**config.mk**
```make
export PLATFORM = sky130hd
export DESIGN_NAME = fiber_sd_polarity_strap_status
export DESIGN_NICKNAME = d
export VERILOG_FILES = /design/src/shared/fiber_strap_pkg.sv /design/src/design/fiber_sd_polarity_strap_status.sv /design/src/design/strap_capture.sv
export SDC_FILE = /design/constraint.sdc
export NUM_CORES = 1
export LEC_CHECK = 0
export BUFFER_PORTS_ARGS = -buffer_cell sky130_fd_sc_hd__clkbuf_2
export CORE_AREA = 2 2 89 91
export DETAILED_ROUTE_END_ITERATION = 12
export DIE_AREA = 0 0 91 93
export PLACE_DENSITY = 0.68
export SYNTH_ARGS = -nofsm -noshare
export SYNTH_HDL_FRONTEND = slang
export SYNTH_SLANG_ARGS = --single-unit
```
**constraint.sdc**
```tcl
create_clock -name mclk -period 3.9 [get_ports mclk]
set_clock_uncertainty 0.1 [all_clocks]
set_input_delay 0.195 -clock mclk [delete_from_list [all_inputs] [get_ports mclk]]
set_output_delay 0.195 -clock mclk [all_outputs]
set_load 0.1 [all_outputs]
```
**src/shared/fiber_strap_pkg.sv**
```systemverilog
// Purpose: Shared constants and carriers for the fiber polarity / strap status bank
// Assumes: APB with 32-bit data, one register per aligned word
// Notes:   Printed offsets are not multiples of four, so they are register indices
package fiber_strap_pkg;

  // Register indices and byte addresses
  localparam logic [11:0] FIBER_CFG_INDEX    = 12'h0465;
  localparam logic [11:0] STRAP_STATUS_INDEX = 12'h0467;
  localparam logic [13:0] FIBER_CFG_ADDR     = {FIBER_CFG_INDEX, 2'b00};
  localparam logic [13:0] STRAP_STATUS_ADDR  = {STRAP_STATUS_INDEX, 2'b00};

  // Fiber configuration layout
  localparam int          POLARITY_BIT       = 0;
  localparam logic [15:0] FIBER_CFG_RESET    = 16'hFF00;
  localparam logic [15:0] FIBER_CFG_RW_MASK  = 16'hFFFF;

  // Strap status field positions (low bit)
  localparam int RXD1_POS  = 14;
  localparam int RXD0_POS  = 12;
  localparam int COL_POS   = 10;
  localparam int RXER_POS  = 8;
  localparam int CRS_POS   = 6;
  localparam int RXDV_POS  = 4;
  localparam int LED0_POS  = 0;

  // Strap field defaults
  localparam logic [1:0] MODE_1 = 2'h0;
  localparam logic [1:0] MODE_4 = 2'h3;
  localparam logic [15:0] STRAP_STATUS_RESET = 16'h0FC3;
  // Same defaults in strap_modes_t order, strap enable cleared
  localparam logic [14:0] STRAP_LATCH_RESET  = 15'h07E6;

  // Strap sample window after reset release
  localparam int STRAP_SETTLE_CYCLES = 4;

  // Mode codes of each strap pin, as sampled from the pin sense circuit
  typedef struct packed {
    logic [1:0] rxd1;
    logic [1:0] rxd0;
    logic [1:0] col;
    logic [1:0] rxEr;
    logic [1:0] crs;
    logic [1:0] rxDv;
    logic [1:0] led0;
    logic       sdEnable;
  } strap_modes_t;

  // APB request bundle
  typedef struct packed {
    logic        psel;
    logic        penable;
    logic        pwrite;
    logic [31:0] paddr;
    logic [31:0] pwdata;
  } apb_req_t;

endpackage

```
**src/design/fiber_sd_polarity_strap_status.sv**
```systemverilog
// Purpose: Fiber signal-detect polarity control and strap latch status over APB
// Assumes: Single clock mclk at 100 MHz, synchronous active-high reset
// Notes:   Registers sit at byte address four times their index
// Notes on behaviour
// - Config bit 0 clear means signal detect is active high, set means active low, reset clear.
// - With active-high polarity the link drops while signal detect is sampled low.
// - With active-low polarity the link drops while signal detect is sampled high.
// - Signal detection on indicator pin one works only if the enable strap latched one.
// - Bits 15:14 report the receive-data-bit-1 strap mode, codes 00..11 for modes 1..4, reset 00.
// - Bits 13:12, 11:10 and 9:8 report receive-data-bit-0, collision and receive-error strap modes.
// - Bits 7:6 report carrier-sense and bits 5:4 receive-data-valid strap modes.
// - Collision, receive-error and carrier-sense fields default 11, the receive-data and receive-data-valid fields 00.
// - Bits 1:0 report indicator pin zero strap mode, 00 or 11 only, default 11.
// - Reported codes name the mode only, not the pin bit pattern.
//
// Chosen here: register access over APB.
`timescale 1ns/1ps
`default_nettype none
module fiber_sd_polarity_strap_status
  import fiber_strap_pkg::*;
(
  // Clock and reset
  input  wire logic        mclk,
  input  wire logic        reset,
  // APB slave
  input  wire logic        psel,
  input  wire logic        penable,
  input  wire logic        pwrite,
  input  wire logic [31:0] paddr,
  input  wire logic [31:0] pwdata,
  output logic      [31:0] prdata,
  output logic             pready,
  output logic             pslverr,
  // Strap mode codes from pin sense
  input  wire strap_modes_t strapModes,
  // Fiber link
  input  wire logic        indicatorPinOne,
  input  wire logic        fiberLinkUp,
  output logic             fiberLinkDrop,
  output logic             fiberLinkOk
);

  logic [15:0]  fiberConfig;
  logic [15:0]  strapStatus;
  logic [14:0]  strapLatched;
  logic         strapDone;
  strap_modes_t modesLatched;
  logic         sdMeta;
  logic         sdSync;
  logic         signalPresent;
  logic         polarityLow;
  logic         sdEnabled;
  logic         addrCfg;
  logic         addrStrap;
  logic         accessPhase;

  strap_capture #(
    .WIDTH (15)
  ) u_capture (
    .mclk         (mclk),
    .reset        (reset),
    .strapPins    (strapModes),
    .strapLatched (strapLatched),
    .strapDone    (strapDone)
  );

  assign modesLatched = strapLatched;

  // Codes are mode numbers, passed through unchanged except reserved LED0 codes
  always_comb
  begin
    strapStatus                       = 16'h0000;
    strapStatus[RXD1_POS+1:RXD1_POS]  = modesLatched.rxd1;
    strapStatus[RXD0_POS+1:RXD0_POS]  = modesLatched.rxd0;
    strapStatus[COL_POS+1:COL_POS]    = modesLatched.col;
    strapStatus[RXER_POS+1:RXER_POS]  = modesLatched.rxEr;
    strapStatus[CRS_POS+1:CRS_POS]    = modesLatched.crs;
    strapStatus[RXDV_POS+1:RXDV_POS]  = modesLatched.rxDv;
    // Reserved LED0 codes fold to mode 1
    strapStatus[LED0_POS+1:LED0_POS]  = (modesLatched.led0 == MODE_4) ? MODE_4 : MODE_1;
  end

  assign polarityLow = fiberConfig[POLARITY_BIT];
  assign sdEnabled   = modesLatched.sdEnable & strapDone;

  // Pin is asynchronous to mclk
  always_ff @(posedge mclk)
  begin
    sdMeta <= indicatorPinOne;
    sdSync <= sdMeta;
  end

  assign signalPresent = polarityLow ? !sdSync : sdSync;

  always_ff @(posedge mclk)
  begin
    if (reset)
    begin
      fiberLinkDrop <= 1'b0;
      fiberLinkOk   <= 1'b0;
    end
    else
    begin
      // Without the strap the pin is not a detect input, drop never forced
      fiberLinkDrop <= sdEnabled && !signalPresent;
      fiberLinkOk   <= fiberLinkUp && !(sdEnabled && !signalPresent);
    end
  end

  // APB decode, zero wait states
  assign addrCfg     = paddr == {18'h0, FIBER_CFG_ADDR};
  assign addrStrap   = paddr == {18'h0, STRAP_STATUS_ADDR};
  assign accessPhase = psel && penable;
  assign pready      = 1'b1;
  assign pslverr     = accessPhase && !addrCfg && !addrStrap;

  always_ff @(posedge mclk)
  begin
    if (reset)
      fiberConfig <= FIBER_CFG_RESET;
    else if (accessPhase && pwrite && addrCfg)
      fiberConfig <= pwdata[15:0] & FIBER_CFG_RW_MASK;
  end

  // Read data registered in setup phase so it is stable in access phase
  always_ff @(posedge mclk)
  begin
    if (reset)
      prdata <= 32'h0000_0000;
    else if (psel && !penable && !pwrite)
    begin
      if (addrCfg)
        prdata <= {16'h0000, fiberConfig};
      else if (addrStrap)
        prdata <= {16'h0000, strapStatus};
      else
        prdata <= 32'h0000_0000;
    end
  end

  property p_drop_high;
    @(posedge mclk) disable iff (reset)
      (sdEnabled && !polarityLow && !sdSync) |=> fiberLinkDrop;
  endproperty
  a_drop_high: assert property (p_drop_high) else $error("no drop on low detect");

  property p_drop_low;
    @(posedge mclk) disable iff (reset)
      (sdEnabled && polarityLow && sdSync) |=> fiberLinkDrop;
  endproperty
  a_drop_low: assert property (p_drop_low) else $error("no drop on high detect");

  property p_no_drop_unstrapped;
    @(posedge mclk) disable iff (reset)
      !sdEnabled |=> !fiberLinkDrop;
  endproperty
  a_no_drop_unstrapped: assert property (p_no_drop_unstrapped) else $error("drop without strap");

  property p_polarity_reset;
    @(posedge mclk) $fell(reset) |-> !polarityLow;
  endproperty
  a_polarity_reset: assert property (p_polarity_reset) else $error("polarity not cleared");

  property p_strap_hold;
    @(posedge mclk) disable iff (reset)
      strapDone |=> $stable(strapStatus);
  endproperty
  a_strap_hold: assert property (p_strap_hold) else $error("strap status changed");

  // Field must carry the pin code seen two edges before the strapDone rise is sampled, one edge before capture
  property p_rxd1_field;
    @(posedge mclk) disable iff (reset)
      $rose(strapDone) |-> strapStatus[15:14] == $past(strapModes.rxd1, 2);
  endproperty
  a_rxd1_field: assert property (p_rxd1_field) else $error("rxd1 field wrong");

  property p_defaults;
    @(posedge mclk) $fell(reset) |-> strapStatus == STRAP_STATUS_RESET;
  endproperty
  a_defaults: assert property (p_defaults) else $error("strap defaults wrong");

  property p_led0_legal;
    @(posedge mclk) disable iff (reset)
      strapStatus[1:0] == MODE_1 || strapStatus[1:0] == MODE_4;
  endproperty
  a_led0_legal: assert property (p_led0_legal) else $error("led0 reserved code");

  property p_fields;
    @(posedge mclk) disable iff (reset)
      strapStatus[13:4] == {modesLatched.rxd0, modesLatched.col, modesLatched.rxEr,
                            modesLatched.crs, modesLatched.rxDv};
  endproperty
  a_fields: assert property (p_fields) else $error("strap field placement wrong");

  property p_capture_time;
    @(posedge mclk) $fell(reset) |-> ##[0:8] strapDone;
  endproperty
  a_capture_time: assert property (p_capture_time) else $error("strap not captured");

endmodule // fiber_sd_polarity_strap_status
`default_nettype wire

```
**src/design/strap_capture.sv**
```systemverilog
// Purpose: Synchronise strap pins and latch them once after reset release
// Assumes: Strap pins are static around reset release
// Notes:   Capture happens after a short settle so the synchronisers are full
`timescale 1ns/1ps
`default_nettype none
module strap_capture
  import fiber_strap_pkg::*;
#(
  parameter int WIDTH = 15
)
(
  // Clock and reset
  input  wire logic             mclk,
  input  wire logic             reset,
  // Raw strap levels
  input  wire logic [WIDTH-1:0] strapPins,
  // Latched result
  output logic      [WIDTH-1:0] strapLatched,
  output logic                  strapDone
);

  logic [WIDTH-1:0] syncFirst;
  logic [WIDTH-1:0] syncSecond;
  logic [2:0]       settleCount;

  always_ff @(posedge mclk)
  begin
    syncFirst  <= strapPins;
    syncSecond <= syncFirst;
  end

  always_ff @(posedge mclk)
  begin
    if (reset)
      settleCount <= 3'h0;
    else if (!strapDone)
      settleCount <= settleCount + 3'h1;
  end

  // One capture per reset, then frozen
  always_ff @(posedge mclk)
  begin
    if (reset)
    begin
      strapLatched <= STRAP_LATCH_RESET[WIDTH-1:0];
      strapDone    <= 1'b0;
    end
    else if (!strapDone && settleCount == 3'(STRAP_SETTLE_CYCLES))
    begin
      strapLatched <= syncSecond;
      strapDone    <= 1'b1;
    end
  end

endmodule // strap_capture
`default_nettype wire

```
==> metrics.csv, run 1 <==
stage,metric,value,unit
floorplanning,Die Ht,93,microns
cts,CTS buffer count,9,
global_route,first-pass GRT wire length,10000,microns
setup_path,most frequent CP cell,clkbuf_2,
timing,Max Freq,504,MHz
setup_path,worst reg2reg endpoint,u_capture.strapLatched[11],
timing,RSZ-0062 raised after global routing,false,
final_layout,area occupied by multi-input gates,1350,sq um
final_layout,ant diodes,0,
timing,fin crit period,1980,ps
final_layout,filler instances,735,
pwr,static leakage,0.00176,uW
setup_path,crit path max-delay cell type,nand4_2,
route,Antenna Violating Nets Remaining,0,
timing,fin crit share,50.9,%
synth,Synth area leader,dfxtp_1,
flow_run,max capacitance violation total,0,
min_path,Hold/Removal Path Class,primary input to flop,
setup_path,slowest cell delay on critical path,410,ps
cts,"Reg clk slew, reported paths",90,ps
global_route,vias in the first global route,2235,
global_route,initial antenna violation count,0,
pwr,Clock power frac,37.5,%
final_layout,Reg area,1700,sq um
synth,synthesized flop and latch total,85,
synth,synth unique cells,32,
route,drt drc,0,
synth,Post-Synth Simple-Gate Area,24.9,%
synth,cell with the most instances after synthesis,dfxtp_1,
cts,clock latency on the worst-skew pair,340,ps
place,PortBufs,88,
synth,Synth top area share,53.1,%
synth,Ys Warns,0,
synth,ys flop type,dfxtp_1,
setup_path,CP Capture Type,output port,
setup_path,CP startpoint kind,primary input,
timing,Slew headroom,19.4,%
final_layout,share of layout cells above drive strength 1,26.6,%
pwr,Flop pwr share,50.6,%
synth,average size of a mapped cell,10.1,sq um
final_layout,Area Growth Syn to Fin,28.7,%
setup_path,Arrival @ worst endpoint,1690,ps
synth,register area share after synthesis,53.1,%
floorplanning,Initial Util,42.6,%
setup_path,Worst Reg2Reg Path Length in Cells,6,
setup_path,reg2reg start,u_capture.settleCount[0],
final_layout,final net count,511,
synth,combinational family with the most area after synthesis,simple AND/OR/NAND/NOR gates,
pwr,Gate power share,11.9,%
place,hpwl dp,4200,microns
synth,number of synthesized flops with an enable pin,0,
synth,ranking of synthesized cells by area,"dfxtp_1, mux2i_1, nand2_1, buf_4, a21oi_1",
synth,"Cell Area, Synth",3210,sq um
global_route,gr usage total,14.9,%
setup_path,R2R setup slack,2110,ps
route,overall routed net length,6000,microns
setup_path,class of the most critical setup path,primary input to output port,
setup_path,Crit path depth,5,
synth,XOR/XNOR Fraction of Synth Area,0.820,%
setup_path,Worst Setup SP,paddr[6],
setup_path,Max Fanout on Critical Path,18,
global_route,largest net degree at the start of global routing,70,
route,WL/cell,11.3,microns
setup_path,Buffers & Inverters on Critical Path,2,
pwr,Switch Pwr,452,uW
pwr,P_int,1350,uW
synth,Synth async-reset ratio,0,%
synth,post-synthesis compound-gate area fraction,4.45,%
floorplanning,Cell Rows,32,
timing,setup TNS,0,ps
synth,synthesized-area fraction occupied by adder cells,0.781,%
cts,CTS tree,built,
final_layout,final core utilization,54.8,%
timing,endpoints failing setup,0,
floorplanning,core area,7530,sq um
floorplanning,die area,8460,sq um
pwr,pwr dens,438,nW/um^2
timing,"Hold Violations, Final",0,
status,status,"complete, no violations",
setup_path,critical path cell sequence,"clkbuf_2, nor3b_1, nand4_2, o211a_1, clkbuf_2",
cts,CTS Root Cell,clkbuf_8,
floorplanning,Die X,91,microns
timing,Final Max Tran Viols,0,
route,Vias,2373,
synth,proportion of synthesized area in mux cells,9.06,%
cts,buffer depth of the longest clock path,2,
floorplanning,Top Ports,122,
route,Vias/cell,4.48,
pwr,Peak VDD IR,0.253,mV
cts,post-CTS sizing,0,
cts,CTS sink count,85,
setup_path,CP Capture Point,pslverr,
cts,CTS HTree Levels,3,
synth,most frequent cells after synthesis,"dfxtp_1, nand2_1, mux2i_1",
min_path,Hold Crit Start,pwdata[12],
pwr,switching share of power,25.1,%
global_route,Congestion Overflow GR,0,
timing,worst slew pin tran,1210,ps
place,GP Congestion,0.724,
setup_path,Worst EP required,3610,ps
setup_path,CP top delay family,simple AND/OR/NAND/NOR gates,
route,Starting DRT DRC Count,66,
synth,Post-Synthesis Cells,317,
route,TritonRoute pass-1 iters,4,
## cells in the final DEF, fill, tap and decap left out, types with 3 or more instances in the layout
master | synthesis | final
mux2i_1 | 29 | 29
dfxtp_1 | 85 | 85
a21oi_1 | 24 | 24
nor2_1 | 22 | 22
clkbuf_8 | 0 | 10
or4_1 | 16 | 16
conb_1 | 2 | 17
dlygate4sd3_1 | 0 | 27
nand2b_1 | 16 | 16
clkbuf_2 | 0 | 88
nand2_1 | 49 | 49
nand3b_1 | 8 | 8
nor2b_1 | 3 | 3
nor4_4 | 4 | 4
## how the worst min path moves through the flow
stage | endpoint | cells past startpoint
3_5_place_dp | u_capture.syncFirst[6] | 1
2_1_floorplan | sdMeta | 0
3_3_place_gp | sdMeta | 1
5_1_grt | fiberConfig[11] | 3
4_1_cts | fiberConfig[12] | 3
6_report | fiberConfig[12] | 3
## repair_timing
item,CTS,global route
hold endpoints to repair,27,0
setup buffers,0,0
hold buffers,27,0
## layer usage
metal,share of wire [%],track usage [%]
met2,45,24.7
met3,7.2,4.51
met5,0,0
met4,1.8,7.20
met1,46,17.6
## logic make-up (layout without fill, tap and decap cells)
family                   count (synthesis)  count (layout)
flip-flops                              85              85
adder cells (fa/ha/maj)                  2               2
other                                    2              17
AO/OA/AOI/OAI                           27              27
XOR/XNOR                                 3               3
multiplexers                            29              29
AND/OR/NAND/NOR                        131             131
buffers and inverters                   38             134
## metrics by stage
step / power, uW / hold WS (ps) / area, sq um / setup slack [ps] / std cells
floorplan: 1090 / 123 / 3260 / 2120 / 332
global placement: 1120 / 199 / 3630 / 1850 / 487
detailed placement: 1130 / 199 / 3630 / 1850 / 487
CTS: 1820 / 4.45 / 4130 / 1890 / 530
global route: 1880 / 2.27 / 4130 / 1790 / 530
finish: 1800 / 13.7 / 4130 / 1920 / 530
## power by group through the flow
| stage | logic (uW) | clock network, uW | registers, uW |
|---|---|---|---|
| after floorplan | 154 | 0 | 933 |
| after CTS | 215 | 695 | 913 |
| after global routing | 232 | 730 | 917 |
| after global placement | 191 | 0 | 933 |
| final | 214 | 678 | 913 |
| after detailed placement | 195 | 0 | 934 |
## sequential cells by signal (all words and copies together) (netlist names)
register,flops
fiberConfig,16
fiberLinkDrop,1
fiberLinkOk,1
prdata,16
sdMeta,1
sdSync,1
u_capture.settleCount,3
u_capture.strapDone,1
u_capture.strapLatched,15
u_capture.syncFirst,15
u_capture.syncSecond,15
## cell type report
cell class | count | area share (%)
flip-flops and latches | 85 | 41.2
multi-input cells | 209 | 32.6
repair buffers | 116 | 17.4
clock buffers | 11 | 3.43
well taps | 102 | 3.09
clock inverters | 5 | 2.03
inverters | 2 | 0.182
## worst register-to-register path: stages (launching register included)
cell and delay [ps]:
dfxtp_1 340, inv_1 60, ha_1 160, nand2_1 80
nor2_1 640, nand2_1 180, a21oi_1 150
No activity file was read; power rests on OpenSTA's default activity.
==> run 2, diff against run 1 <==
- clock period: 3.9 -> 1.9 ns (I/O delays scaled with it)
==> metrics.csv, run 2 (synthesized netlist as in run 1, its figures left out) <==
stage,metric,value,unit
cts,CTS buffer count,9,
cts,CTS Root Cell,clkbuf_8,
setup_path,crit path max-delay cell type,o211a_1,
timing,endpoints failing setup,0,
setup_path,Arrival @ worst endpoint,1290,ps
setup_path,CP top delay family,simple AND/OR/NAND/NOR gates,
final_layout,final core utilization,56.2,%
setup_path,CP Capture Type,output port,
pwr,Tot Pwr,3620,uW
final_layout,Top Registers,"fiberConfig: 16 flops, prdata: 16 flops",
pwr,static leakage,0.00181,uW
cts,CTS sink count,85,
final_layout,Area Growth Syn to Fin,32.0,%
min_path,Hold/Removal Path Class,primary input to flop,
pwr,Switch Pwr,955,uW
floorplanning,die area,8460,sq um
setup_path,class of the most critical setup path,primary input to output port,
route,WL/cell,11.4,microns
global_route,vias in the first global route,2220,
pwr,Gate power share,12.7,%
cts,buffer depth of the longest clock path,2,
timing,setup TNS,0,ps
timing,Max Freq,674,MHz
timing,fin crit period,1480,ps
final_layout,filler instances,687,
floorplanning,core area,7530,sq um
status,status,"complete, no violations",
floorplanning,Initial Util,42.6,%
setup_path,CP startpoint kind,primary input,
setup_path,Worst EP required,1700,ps
route,Antenna Violating Nets Remaining,0,
global_route,first-pass GRT wire length,10100,microns
route,Vias,2428,
pwr,Clock power frac,35.6,%
timing,Final Max Tran Viols,0,
route,drt drc,0,
timing,worst slew pin tran,724,ps
final_layout,"commonest non-fill, non-tap cell in the layout",clkbuf_2,
floorplanning,Top Ports,122,
timing,fin crit share,78.1,%
cts,"Reg clk slew, reported paths",80,ps
flow_run,max capacitance violation total,0,
floorplanning,Die X,91,microns
final_layout,most frequent cells in the layout,"clkbuf_2, dfxtp_1, nand2_1",
final_layout,share of layout cells above drive strength 1,27.2,%
setup_path,slowest cell delay on critical path,330,ps
place,PortBufs,88,
timing,"Hold Violations, Final",0,
place,GP Congestion,0.740,
timing,RSZ-0062 raised after global routing,false,
pwr,Peak VDD IR,0.476,mV
global_route,Congestion Overflow GR,0,
pwr,P_int,2660,uW
pwr,Flop pwr share,51.8,%
place,hpwl dp,4240,microns
route,overall routed net length,6140,microns
route,Vias/cell,4.50,
global_route,initial antenna violation count,0,
global_route,gr usage total,15.1,%
pwr,switching share of power,26.4,%
global_route,largest net degree at the start of global routing,41,
final_layout,ant diodes,0,
cts,CTS tree,built,
setup_path,critical path cell sequence,"clkbuf_2, nor4_4, nand4_4, o211a_1, buf_12",
final_layout,Non-Filler Instances,539,
setup_path,Max Fanout on Critical Path,18,
cts,clock latency on the worst-skew pair,350,ps
pwr,pwr dens,855,nW/um^2
cts,CTS HTree Levels,3,
route,Starting DRT DRC Count,109,
final_layout,final net count,520,
setup_path,Buffers & Inverters on Critical Path,2,
route,TritonRoute pass-1 iters,4,
floorplanning,Cell Rows,32,
timing,Slew headroom,51.8,%
floorplanning,Die Ht,93,microns
place,placed cells,490,
## run 2: timing repair
action                     in CTS  in global routing
hold endpoints to repair       33                  0
gates resized for setup         0                  1
hold buffers                   33                  0
setup buffers                   0                  0
setup endpoints to repair       0                  8
## run 2: per-stage QoR
stage	hold slack, ps	setup slack, ps	instance area, sq um
6_report	51.0	415	4230
5_1_grt	47.1	215	4230
4_1_cts	27.5	179	4230
3_5_place_dp	98.9	134	3690
3_3_place_gp	99.0	180	3690
2_1_floorplan	22.7	228	3260
## run 2: tightest hold or removal path, delay by kind of cell
family | cells | cell delay, ps
buffers and inverters | 1 | 100
AND/OR/NAND/NOR | 3 | 200
AO/OA/AOI/OAI | 1 | 60
## run 2: worst paths after layout
kind                                                from                    endpoint  slack, ps  depth (start not counted)
worst max-delay path                           paddr[26]                     pslverr        420                          5
worst min-delay path                              pwrite                   prdata[2]         50                          5
worst max register to register  u_capture.settleCount[0]  u_capture.strapLatched[14]        430                          6
worst min register to register                    sdMeta                      sdSync        230                          0
## run 2: layer usage
metal  part of all wire (%)  track usage, %
met4                    1.5            6.06
met1                     45            18.7
met5                      0               0
met2                     46            24.3
met3                    7.2            5.00
## run 2: cell type report
class	instances	area, sq um	area share [%]
Inverter	2	7.51	0.177
Timing Repair Buffer	125	841	19.9
Sequential cell	85	1700	40.2
Clock buffer	10	138	3.25
Tap cell	102	128	3.02
Multi-Input combinational cell	209	1350	31.8
Clock inverter	6	70.1	1.66
## run 2: power groups by stage
stage | Combinational [uW] | Sequential (uW) | Clock, uW
finish | 458 | 1870 | 1290
global route | 494 | 1880 | 1410
CTS | 459 | 1870 | 1320
detailed placement | 405 | 1920 | 0
global placement | 401 | 1910 | 0
floorplan | 316 | 1910 | 0
